### config.mk
export PLATFORM = sky130hd
export DESIGN_NAME = cod_top
export DESIGN_NICKNAME = d
export VERILOG_FILES = /design/src/design/cod_pkg.sv /design/src/design/cod_alu_if.sv /design/src/design/cod_add_unit.sv /design/src/design/cod_top.sv
export SDC_FILE = /design/constraint.sdc
export NUM_CORES = 1
export LEC_CHECK = 0
export ABC_AREA = 1
export BUFFER_PORTS_ARGS = -buffer_cell sky130_fd_sc_hd__buf_2
export CAP_MARGIN = 20
export CORE_AREA = 10 10 211 213
export CTS_CLUSTER_DIAMETER = 50
export DETAILED_ROUTE_END_ITERATION = 10
export DIE_AREA = 0 0 221 223
export GPL_ROUTABILITY_DRIVEN = 1
export GPL_TIMING_DRIVEN = 0
export MAX_ROUTING_LAYER = met4
export PLACE_DENSITY = 0.42
export SYNTH_ARGS = -nofsm -noshare
export SYNTH_HDL_FRONTEND = slang
export SYNTH_SLANG_ARGS = --single-unit
### constraint.sdc
create_clock -name ref_clk -period 5.5 [get_ports ref_clk]
set_input_delay 1.1 -clock ref_clk [delete_from_list [all_inputs] [get_ports ref_clk]]
set_output_delay 1.1 -clock ref_clk [all_outputs]
set_load 0.03 [all_outputs]
### src/design/cod_pkg.sv
// Shared constants and types for the operand field decoder
package cod_pkg;

  // Opcode of the register-to-register add form
  localparam logic [7:0] ADD_RR_OPC = 8'h04;
  // Upper nibble that marks an escaped working register
  localparam logic [3:0] ESC_NIBBLE = 4'hE;

  // Bit operand byte layout
  localparam int BIT_POL_POS = 0;
  localparam int BIT_NUM_LSB = 1;
  localparam int BIT_NUM_W = 3;

  // Operand byte counts
  localparam logic [1:0] LEN_ONE = 2'h1;
  localparam logic [1:0] LEN_TWO = 2'h2;

  // Reset values
  localparam logic [11:0] REG_ADDR_RST = 12'h000;
  localparam logic [15:0] WORD_RST = 16'h0000;
  localparam logic [7:0] BYTE_RST = 8'h00;

  typedef enum logic [3:0] {
    K_ADD_RR,  // src reg byte, dst reg byte
    K_LONG,    // 12-bit long register address, two bytes
    K_DIRECT,  // 16-bit direct address, high byte first
    K_LITERAL, // dst reg byte, literal byte
    K_BIT,     // bit and polarity byte, dst reg byte
    K_JUMP,    // signed jump displacement byte
    K_INDEX,   // base reg byte, signed index byte
    K_PTR,     // pointer register byte
    K_PTR_PAIR,// pointer register pair byte, even
    K_WPAIR,   // working pair nibble, even
    K_VECTOR   // vector byte
  } cod_kind_t;

  typedef enum logic [1:0] {
    S_IDLE,
    S_OPND,
    S_ADDW
  } cod_state_t;

endpackage : cod_pkg

### src/design/cod_alu_if.sv
// Carrier between the decoder and its add unit
`timescale 1ns/1ps
`default_nettype none
interface cod_alu_if;
  logic go;
  logic [7:0] a;
  logic [7:0] b;
  logic [11:0] addr;
  logic done;
  logic [7:0] sum;
  logic [11:0] wb_addr;

  modport dec (output go, output a, output b, output addr,
               input done, input sum, input wb_addr);
  modport unit (input go, input a, input b, input addr,
                output done, output sum, output wb_addr);
endinterface : cod_alu_if
`default_nettype wire

### src/design/cod_add_unit.sv
// Add unit: sums source and destination values and returns the write-back
`timescale 1ns/1ps
`default_nettype none
module cod_add_unit (
  input wire logic ref_clk,
  input wire logic resetn,
  cod_alu_if.unit alu
);

  typedef struct packed {
    logic done;
    logic [7:0] sum;
    logic [11:0] wb_addr;
  } cod_add_st_t;

  cod_add_st_t q_r;
  cod_add_st_t q_nxt;

  always_comb begin
    q_nxt = q_r;
    q_nxt.done = alu.go;
    if (alu.go) begin
      // Carry is dropped; flags live elsewhere
      q_nxt.sum = 8'(alu.a + alu.b);
      q_nxt.wb_addr = alu.addr;
    end
  end

  always_ff @(posedge ref_clk or negedge resetn) begin
    if (!resetn) begin
      q_r <= '{done: 1'b0, sum: cod_pkg::BYTE_RST, wb_addr: cod_pkg::REG_ADDR_RST};
    end else begin
      q_r <= q_nxt;
    end
  end

  assign alu.done = q_r.done;
  assign alu.sum = q_r.sum;
  assign alu.wb_addr = q_r.wb_addr;
endmodule : cod_add_unit
`default_nettype wire

### src/design/cod_top.sv
// Operand field decoder: turns instruction object-code bytes into operand values
// Notes on behaviour
// - Add opcode 04 lists the source operand byte before the destination byte; the literal form lists the destination byte first.
// - A register byte names any register 00 to FF except E0 to EF, which are escape byte E-n naming working register n.
// - A bit-number field is three bits selecting bit 0 to 7.
// - A direct address is a full 16-bit value from two bytes.
// - A long register address is a 12-bit value covering the whole register file.
// - A literal operand is an 8-bit value carried in the instruction.
// - A pointer pair operand is an even register address naming the pair holding the address.
// - A jump displacement is signed 8-bit, added to the address of the next instruction.
// - An indexed operand adds a signed 8-bit index to the contents of its base.
// - The polarity operand is one bit choosing a cleared or set condition.
// - A vector operand is an 8-bit vector address.
// - Add writes the sum of source and destination back to the destination.
// - A pointer operand is an 8-bit register address whose contents give the real address.
`timescale 1ns/1ps
`default_nettype none
module cod_top (
  input wire logic ref_clk,
  input wire logic resetn,
  input wire logic fetch_valid,
  output logic fetch_ready,
  input wire logic fetch_first,
  input wire logic [7:0] fetch_byte,
  input wire cod_pkg::cod_kind_t fetch_kind,
  input wire logic [15:0] fetch_pc,
  input wire logic [7:0] working_bank_pointer,
  input wire logic [15:0] index_base,
  output logic dec_valid,
  output cod_pkg::cod_kind_t dec_kind,
  output logic [11:0] src_addr,
  output logic [11:0] dst_addr,
  output logic [15:0] direct_address_operand,
  output logic [7:0] literal_byte_operand,
  output logic [2:0] bit_num,
  output logic bit_polarity,
  output logic [7:0] vector_addr,
  output logic [15:0] eff_addr,
  output logic pair_err,
  output logic add_req,
  input wire logic val_valid,
  input wire logic [7:0] src_val,
  input wire logic [7:0] dst_val,
  output logic wb_valid,
  output logic [11:0] wb_addr,
  output logic [7:0] wb_data
);

  typedef struct packed {
    cod_pkg::cod_state_t st;
    cod_pkg::cod_kind_t kind;
    logic [7:0] opc;
    logic [7:0] rp;
    logic [15:0] pc;
    logic [1:0] cnt;
    logic [7:0] b0;
    logic [7:0] b1;
    logic dec_valid;
    logic [11:0] src_addr;
    logic [11:0] dst_addr;
    logic [15:0] direct;
    logic [7:0] literal;
    logic [2:0] bit_num;
    logic polarity;
    logic [7:0] vector;
    logic [15:0] eff;
    logic pair_err;
  } cod_dec_t;

  localparam cod_dec_t DEC_RST = '{
    st: cod_pkg::S_IDLE, kind: cod_pkg::K_ADD_RR, opc: cod_pkg::BYTE_RST,
    rp: cod_pkg::BYTE_RST, pc: cod_pkg::WORD_RST, cnt: 2'h0,
    b0: cod_pkg::BYTE_RST, b1: cod_pkg::BYTE_RST, dec_valid: 1'b0,
    src_addr: cod_pkg::REG_ADDR_RST, dst_addr: cod_pkg::REG_ADDR_RST,
    direct: cod_pkg::WORD_RST, literal: cod_pkg::BYTE_RST, bit_num: 3'h0,
    polarity: 1'b0, vector: cod_pkg::BYTE_RST, eff: cod_pkg::WORD_RST,
    pair_err: 1'b0};

  cod_dec_t q_r;
  cod_dec_t q_nxt;

  cod_alu_if alu ();

  ////////////////////////////////////////////////////////////////////////////
  // Helpers

  function automatic logic [1:0] op_len(input cod_pkg::cod_kind_t k);
    case (k)
      cod_pkg::K_JUMP, cod_pkg::K_PTR, cod_pkg::K_PTR_PAIR,
      cod_pkg::K_WPAIR, cod_pkg::K_VECTOR: op_len = cod_pkg::LEN_ONE;
      default: op_len = cod_pkg::LEN_TWO;
    endcase
  endfunction : op_len

  // Working register n lives at {pointer low, pointer high, n}
  function automatic logic [11:0] work_addr(input logic [7:0] rp, input logic [3:0] n);
    work_addr = {rp[3:0], rp[7:4], n};
  endfunction : work_addr

  function automatic logic [11:0] reg_addr(input logic [7:0] b, input logic [7:0] rp);
    if (b[7:4] == cod_pkg::ESC_NIBBLE) begin
      reg_addr = work_addr(rp, b[3:0]);
    end else begin
      reg_addr = {4'h0, b};
    end
  endfunction : reg_addr

  function automatic logic [15:0] sext(input logic [7:0] d);
    sext = {{8{d[7]}}, d};
  endfunction : sext

  ////////////////////////////////////////////////////////////////////////////
  // Next state

  logic accept;
  assign fetch_ready = (q_r.st != cod_pkg::S_ADDW);
  assign accept = fetch_valid && fetch_ready;

  always_comb begin
    logic [7:0] b0n;
    logic [7:0] b1n;
    logic [15:0] next_pc;
    b0n = q_r.b0;
    b1n = q_r.b1;
    next_pc = 16'(q_r.pc + 16'(op_len(q_r.kind)) + 16'h0001);
    q_nxt = q_r;
    q_nxt.dec_valid = 1'b0;
    case (q_r.st)
      cod_pkg::S_IDLE: begin
        // Stray operand bytes outside an instruction are dropped
        if (accept && fetch_first) begin
          q_nxt.opc = fetch_byte;
          q_nxt.kind = fetch_kind;
          q_nxt.rp = working_bank_pointer;
          q_nxt.pc = fetch_pc;
          q_nxt.cnt = 2'h0;
          q_nxt.st = cod_pkg::S_OPND;
        end
      end
      cod_pkg::S_OPND: begin
        if (accept) begin
          if (q_r.cnt == 2'h0) begin
            b0n = fetch_byte;
          end else begin
            b1n = fetch_byte;
          end
          q_nxt.b0 = b0n;
          q_nxt.b1 = b1n;
          q_nxt.cnt = 2'(q_r.cnt + 2'h1);
          if (2'(q_r.cnt + 2'h1) == op_len(q_r.kind)) begin
            q_nxt.dec_valid = 1'b1;
            q_nxt.pair_err = 1'b0;
            q_nxt.st = cod_pkg::S_IDLE;
            case (q_r.kind)
              cod_pkg::K_ADD_RR: begin
                q_nxt.src_addr = reg_addr(b0n, q_r.rp);
                q_nxt.dst_addr = reg_addr(b1n, q_r.rp);
                if (q_r.opc == cod_pkg::ADD_RR_OPC) begin
                  q_nxt.st = cod_pkg::S_ADDW;
                end
              end
              cod_pkg::K_LONG: q_nxt.dst_addr = {b0n[3:0], b1n};
              cod_pkg::K_DIRECT: q_nxt.direct = {b0n, b1n};
              cod_pkg::K_LITERAL: begin
                q_nxt.dst_addr = reg_addr(b0n, q_r.rp);
                q_nxt.literal = b1n;
              end
              cod_pkg::K_BIT: begin
                q_nxt.bit_num = b0n[cod_pkg::BIT_NUM_LSB +: cod_pkg::BIT_NUM_W];
                q_nxt.polarity = b0n[cod_pkg::BIT_POL_POS];
                q_nxt.dst_addr = reg_addr(b1n, q_r.rp);
              end
              cod_pkg::K_JUMP: q_nxt.eff = 16'(next_pc + sext(b0n));
              cod_pkg::K_INDEX: begin
                q_nxt.src_addr = reg_addr(b0n, q_r.rp);
                q_nxt.eff = 16'(index_base + sext(b1n));
              end
              cod_pkg::K_PTR: q_nxt.src_addr = reg_addr(b0n, q_r.rp);
              cod_pkg::K_PTR_PAIR: begin
                q_nxt.src_addr = reg_addr(b0n, q_r.rp);
                q_nxt.pair_err = b0n[0];
              end
              cod_pkg::K_WPAIR: begin
                q_nxt.src_addr = work_addr(q_r.rp, b0n[3:0]);
                q_nxt.pair_err = b0n[0];
              end
              cod_pkg::K_VECTOR: q_nxt.vector = b0n;
              default: q_nxt.pair_err = 1'b0;
            endcase
          end
        end
      end
      cod_pkg::S_ADDW: begin
        // Fetch stalls until the register file returns both values
        if (val_valid) begin
          q_nxt.st = cod_pkg::S_IDLE;
        end
      end
      default: q_nxt = DEC_RST;
    endcase
  end

  always_ff @(posedge ref_clk or negedge resetn) begin
    if (!resetn) begin
      q_r <= DEC_RST;
    end else begin
      q_r <= q_nxt;
    end
  end

  ////////////////////////////////////////////////////////////////////////////
  // Add path

  assign add_req = (q_r.st == cod_pkg::S_ADDW);
  assign alu.go = add_req && val_valid;
  assign alu.a = src_val;
  assign alu.b = dst_val;
  assign alu.addr = q_r.dst_addr;

  cod_add_unit u_add (
    .ref_clk(ref_clk),
    .resetn(resetn),
    .alu(alu)
  );

  assign wb_valid = alu.done;
  assign wb_addr = alu.wb_addr;
  assign wb_data = alu.sum;

  assign dec_valid = q_r.dec_valid;
  assign dec_kind = q_r.kind;
  assign src_addr = q_r.src_addr;
  assign dst_addr = q_r.dst_addr;
  assign direct_address_operand = q_r.direct;
  assign literal_byte_operand = q_r.literal;
  assign bit_num = q_r.bit_num;
  assign bit_polarity = q_r.polarity;
  assign vector_addr = q_r.vector;
  assign eff_addr = q_r.eff;
  assign pair_err = q_r.pair_err;
endmodule : cod_top
`default_nettype wire

-- Word level (Yosys, flattened, before mapping)
Cells that the tools add are included.
- add/sub/neg operators: 6
- multiplexer cells: 31
- eq/ne operators: 28
- bitwise gates (word level): 3
- reduce and logical (&&, ||, !) cells: 24
- operators by type and width (kind ; number):
    one-hot mux 94 bit (2 select lines) ; 1
    2-to-1 mux 96 bit ; 1
    2-to-1 mux 78 bit ; 1
    one-hot mux 36 bit (2 select lines) ; 1
    2-to-1 mux 8 bit ; 8
    2-to-1 mux 40 bit ; 1
    one-hot mux 12 bit (3 select lines) ; 1
    adder 16 bit ; 2
    one-hot mux 16 bit (2 select lines) ; 1
    AND reduction 4 bit ; 8
    2-to-1 mux 12 bit ; 2
    one-hot mux 12 bit (2 select lines) ; 1
    == test 4 bit, second input constant ; 5
    adder 16 x 1 -> 16 bit, second input constant ; 1
    adder 16 x 2 -> 16 bit ; 1
    == test 4 x 3 -> 1 bit, second input constant ; 4
    2-to-1 mux 16 bit ; 1
    2-to-1 mux 2 bit ; 8
    one-hot mux 2 bit (3 select lines) ; 2
    inequality test 2 x 1 -> 1 bit, second input constant ; 5
    adder 8 bit ; 1
    == test 4 x 2 -> 1 bit, second input constant ; 2
    == test 8 x 3 -> 1 bit, second input constant ; 1
    inequality test 2 bit, second input constant ; 4
    19 further kinds ; 29
- input port bits: 73
- flip-flop bits (word level): 155
- word-level logic and storage cells: 113

-- Logic depth before layout (Yosys ltp)
- depth after elaboration: 10
- depth in mapped cells: 20

-- Hierarchy
From an unflattened synthesis, not the netlist that was laid out.
- cells, all modules: 1375
- area, all modules: 10187.3 um2
- modules (own cells, without submodules) (module ; area an instance (um2) ; instances ; cells an instance ; sequential area each (um2)):
    cod_top ; 9076.2 ; 1 ; 1234 ; 3353.2
    cod_add_unit ; 1111.1 ; 1 ; 141 ; 525.5

-- Worst setup path after synthesis
OpenSTA, ideal clock, no wires.
- kind: in2reg
- from: in fetch_byte[1]
- to: reg q_r, in the netlist eff_addr[5]
- arrival: 2.906 ns
- required time: 5.384 ns
- path slack: 2.478 ns
- stages on the path: 15
- cell sequence: nand2_1 o21ai_0 inv_1 fa_1 inv_1 ha_1 nand2_1 nor2_1 nand2_1 nand3_1 or2_2 nand3_1 nand2_1 nand2_1 nand2_1
- cells in the longest elaborated chain, start to end: 8
- elaborated cells between the ends (all ways): 12
- RTL lines (element ; line ; RTL):
    start, declared ; cod_top.sv:24 ; input wire logic [7:0] fetch_byte,
    2-to-1 mux 8 bit ; cod_top.sv:142 ; if (q_r.cnt == 2'h0) begin
    2-to-1 mux 8 bit ; cod_top.sv:141 ; if (accept) begin
    2-to-1 mux 8 bit ; cod_top.sv:128 ; case (q_r.st)
    adder 16 bit (on tied branches) ; cod_top.sv:176, cod_top.sv:173 ;
    one-hot mux 16 bit (2 select lines) (*) ; cod_top.sv:154 ; case (q_r.kind)
    2-to-1 mux 78 bit (*) ; cod_top.sv:150 ; if (2'(q_r.cnt + 2'h1) == op_len(q_r.kind)) begin
    2-to-1 mux 96 bit (*) ; cod_top.sv:141 ;
    one-hot mux 94 bit (2 select lines) (*) ; cod_top.sv:128 ;
    end signal, assigned ; cod_top.sv:207 ; q_r <= q_nxt;
    end, declared ; cod_top.sv:79 ; cod_dec_t q_r;
Mark *: on every way between the ends. The rest lies on a longest branch, timed or not. The select of a mux whose other input is x is not followed.
A chain may end at the register's enable or synchronous reset.

-- Worst setup path in the final report
- from: reg q_r[94] (netlist name)
- to: reg q_r, in the netlist eff_addr[12]
- cells in the longest elaborated chain, start to end: 9
- elaborated cells between the ends (all ways): 17
- RTL lines (element ; line):
    logical NOT 2 bit ; cod_top.sv:142
    2-to-1 mux 8 bit ; cod_top.sv:142
    2-to-1 mux 8 bit ; cod_top.sv:141
    2-to-1 mux 8 bit ; cod_top.sv:128
    adder 16 bit (on tied branches) ; cod_top.sv:176, cod_top.sv:173
    one-hot mux 16 bit (2 select lines) ; cod_top.sv:154
    2-to-1 mux 78 bit ; cod_top.sv:150
    2-to-1 mux 96 bit ; cod_top.sv:141
    one-hot mux 94 bit (2 select lines) ; cod_top.sv:128
Several ways; a longest one is shown, not always the timed one. The select of a mux whose other input is x is not followed.

==> out/metrics.sh <==
CP_MAX_FO=10
START_UTIL_PCT=24.62
DR.FIRST_ITER.DRC_COUNT=520
SYNTHDISTINCTLIBCELLS=37
CLK_TRANSITION_REPORTED_PATHS_PS=80
MIN-DELAY-PATH-CLASS='reg -> reg'
PATH_BUF_INV=5
GR-TOTAL-OVERFLOW=0
GROUTE.USAGE.OVERALL_PCT=13.92
FOOTPRINT_OF_THE_FLIP_FLOPS_AND_LATCHES_MM2=0.003879
CELL_WITH_THE_BIGGEST_INDIVIDUAL_DELAY_ON_THE_CRITICAL_PATH='fa_1'
CRIT_PATH_MAX_INCR_DELAY_PS=510
WORST_PATH_ARRIVAL_PS=3820
HIGHEST_CLOCK_RATE_MHz=287.9
MET3ROUTEDLENGTH_UM=1322
SYN2LAYOUT_AREA_GROWTH_PCT=22.30
WORST_SLEW_PIN_SLEW_PS=1049
SEQ_AREA_FRAC_SYNTH_PCT=39.02
NUM-FILL-CELLS=4519
DIE_X_UM=221
CLOCK_TREE.ROOT_CELL='clkbuf_16'
CTS_HTREE_LEVELS=4
VIAS_PER_CELL=4.291
SYN_AREA_MM2=0.009941
TIMING.HOLD.WORST.START='u_add.alu.sum[7]'
SYNTH-SEQ-CELLS=155
MET2_WIRELENGTH_UM=15430
HOLD_SLACK_PS=482.2
SYNTH_FF_TYPE='dfrtp_1'
FIRST_GLOBAL_VIAS=9035
FINAL_MIN_PERIOD_OVER_CLOCK_PERIOD_PCT=63.16
FP.DIEAREA_MM2=0.04928
SYN_NETS=1495
CLOCK_TREE.BUFFER_DEPTH=2
DP_HPWL_UM=26610
STARTPOINT_TYPE='flip-flop'
SYNTH.YOSYS.WARNINGS=0
STATUS='finished clean'
GLOBALPLACE.CONGESTION=0.8774
DIE_HEIGHT_UM=223
DRC=0
PERIOD_NEEDED_PS=3474
FLOORPLAN.CORE_AREA_MM2=0.04037
REPORT.FINAL.HOLD_VIOL_COUNT=0
GRT_PASS1_WL_UM=52710
WL_PER_CELL_UM=15.84
POWERDENSITY_mW_PER_MM2=530.4
CPLARGESTDELAYFAMILY='adder cells'
FINALPOWER_mW=6.449
CRITICAL_PATH.STARTPOINT='q_r[94]'
TOP_LAYER='met4'
MULTI_INPUT_AREA_MM2=0.004646
CTS_TREE='built'
CRIT_REQUIRED_PS=5850
SYNTH-EDFF-COUNT=0
PEAKVDDDROP_uV=191.4
CTSRESIZECOUNT=0
CTS.REPAIR_TIMING.SETUP_BUFFER_COUNT=0
POST_SYNTH_INST_COUNT=1362
CRIT_TOP_CELL='nand3_1'
MET1WIRELENGTH_UM=16090
CTS.HOLD.BUFFERS_ADDED=0
AVGSYNTHCELLAREA_UM2=7.299
NUM_VIAS=9042
POWER_LEAKAGE_nW=6.775
DRV_SLEW=0
WORST-SETUP-PATH-TYPE='reg -> reg'
ANTENNA_VIOLATING_NETS_POST_ROUTE=0
CRIT_CHAIN='inv_1 > ha_1 > buf_2 > buf_2 > nand2_1 > o21ai_0 > inv_1 > fa_1 > fa_1 > inv_1 > nand3_1 > nand3_1 > nand3_1 > nand4_1 > nand3_1 > nand3_1 > nand2_1'
SYNTH_ASYNC_SR_FLOP_SHARE_PCT=100.0
SETUP_REPAIR_AFTER_GLOBAL_ROUTING_MISSED_ITS_MARGIN='no'
MAX-CAP-VIOLATIONS=0
DETAIL_ROUTE.FIRST_PASS.ITERATIONS=6
REPORT.FINAL.SETUP_VIOL=0
REGTOREGSTARTPOINT='q_r[94]'
TRITONCTS_NUM_SINKS=155
SETUP-TNS-FINAL_PS=0
CLOCK_INSERTION_DELAY_WORST_SKEW_PS=450
WORST_SLEW_MARGIN_REL_PCT=29.63
END_KIND='flip-flop'
PLACE.PORT_BUFFERS=177
FINAL_NET_COUNT=1692
FIN_SKEW_PS=11.86
GRT_MAX_DEGREE=89
CTS_MADE_BUFFERS=17
ROUTE.FINAL.WIRE_LENGTH_UM=33380
ROW_COUNT=74
PROPORTION_OF_LAYOUT_CELLS_WITH_A_DRIVE_SUFFIX_ABOVE_1_PCT=21.76
IOPINCOUNT=178
GRT_ANTENNA_BEFORE_REPAIR=3
## cells by family (layout without fill, tap and decap cells)
family / after synthesis / count (layout) / share of synthesized area (%)
simple gates: 669 / 669 / 28.47
compound gates: 180 / 180 / 9.516
buf+inv: 288 / 498 / 14.25
fa+ha+maj: 60 / 60 / 7.854
xor+xnor: 9 / 9 / 0.7929
other cells: 0 / 3 / 0
flops: 155 / 155 / 39.02
mux: 1 / 1 / 0.1007
## stage by stage
step | area (um2) | setup slack, ps | util [%] | cells
2_1_floorplan | 9941 | 2478 | - | 1362
3_3_place_gp | 11490 | 603.4 | 28.47 | 2071
3_5_place_dp | 11530 | 1857 | 28.56 | 2072
4_1_cts | 12150 | 2031 | 30.10 | 2104
5_1_grt | 12160 | 1663 | 30.12 | 2107
6_report | 12160 | 2026 | 30.12 | 2107
## layout by cell type (no fill, tap or decap), types with 2 or more instances in the layout
master,count
a21oi_1,34
buf_2,188
buf_4,83
bufinv_16,2
clkbuf_1,20
clkbuf_16,17
clkinv_8,2
dfrtp_1,155
diode_2,3
fa_1,4
ha_1,56
inv_1,165
inv_2,5
inv_6,7
inv_8,3
nand2_1,438
nand2_2,5
nand2_4,3
nand3_1,139
nand4_1,10
nor2_1,46
nor2_2,6
nor3_1,7
o211ai_1,3
o21ai_0,110
o21ai_1,24
o21ai_2,2
o31ai_1,4
or2_2,10
xnor2_1,5
xor2_1,4
## layer usage
layer	global-route usage [%]	up-vias
li1	-	4677
met1	17.66	4157
met2	21.93	182
met3	2.877	26
met4	4.176	0
met5	-	-
## power breakdown
group / leakage [nW] / internal (mW) / switching (mW)
logic: 4.36 / 1.14 / 2.47
clock network: 0.302 / 0.695 / 0.580
registers: 2.12 / 1.40 / 0.169
total: 6.78 / 3.23 / 3.22
## sequential cells by signal, indices dropped and copies added (netlist names)
name / flops
bit_num: 3
bit_polarity: 1
dec_kind: 4
dec_valid: 1
direct_address_operand: 16
dst_addr: 12
eff_addr: 16
literal_byte_operand: 8
pair_err: 1
q_r: 52
src_addr: 12
u_add.alu.done: 1
u_add.alu.sum: 8
u_add.alu.wb_addr: 12
vector_addr: 8
## layout make-up
type | instances | share of cell area, %
well taps | 532 | 5.475
diodes | 3 | 0.06175
clock inverters | 15 | 1.605
inverters | 171 | 5.290
flip-flops and latches | 155 | 31.90
clock buffers | 17 | 3.499
repair buffers | 178 | 7.595
multi-input cells | 919 | 38.21
plain buffers | 117 | 6.360
## worst paths after layout
path | end | slack [ps] | depth (start not counted)
setup / recovery | eff_addr[12] | 2030 | 17
hold / removal | u_add.alu.sum[7] | 480 | 2
setup reg to reg | eff_addr[12] | 2030 | 17
hold reg to reg | u_add.alu.sum[7] | 480 | 2
max in group asynchronous | q_r[122] | 4020 | 2
min in group asynchronous | literal_byte_operand[6] | 610 | 1
## worst register-to-register path, cell delays in order (launching register included)
cell	delay, ps
dfrtp_1	390
inv_1	100
ha_1	240
buf_2	240
buf_2	220
nand2_1	60
o21ai_0	110
inv_1	150
fa_1	510
fa_1	470
inv_1	100
nand3_1	70
nand3_1	170
nand3_1	120
nand4_1	90
nand3_1	110
nand3_1	140
nand2_1	60
## synth_stat cells (3+ instances only)
library cell	number	area, um2
a21oi_1	34	170.2
buf_2	12	60.06
buf_4	83	623.1
clkbuf_1	20	75.07
dfrtp_1	155	3879
fa_1	4	80.08
ha_1	56	700.7
inv_1	165	619.3
inv_2	5	18.77
nand2_1	438	1644
nand2_2	5	31.28
nand2_4	3	33.78
nand3_1	139	695.7
nand4_1	10	62.56
nor2_1	46	172.7
nor2_2	6	37.54
nor3_1	7	35.03
o211ai_1	3	22.52
o21ai_0	110	550.5
o21ai_1	24	120.1
o31ai_1	4	30.03
or2_2	10	62.56
xnor2_1	5	43.79
xor2_1	4	35.03
Note: power is estimated with default switching activity, not from simulation.
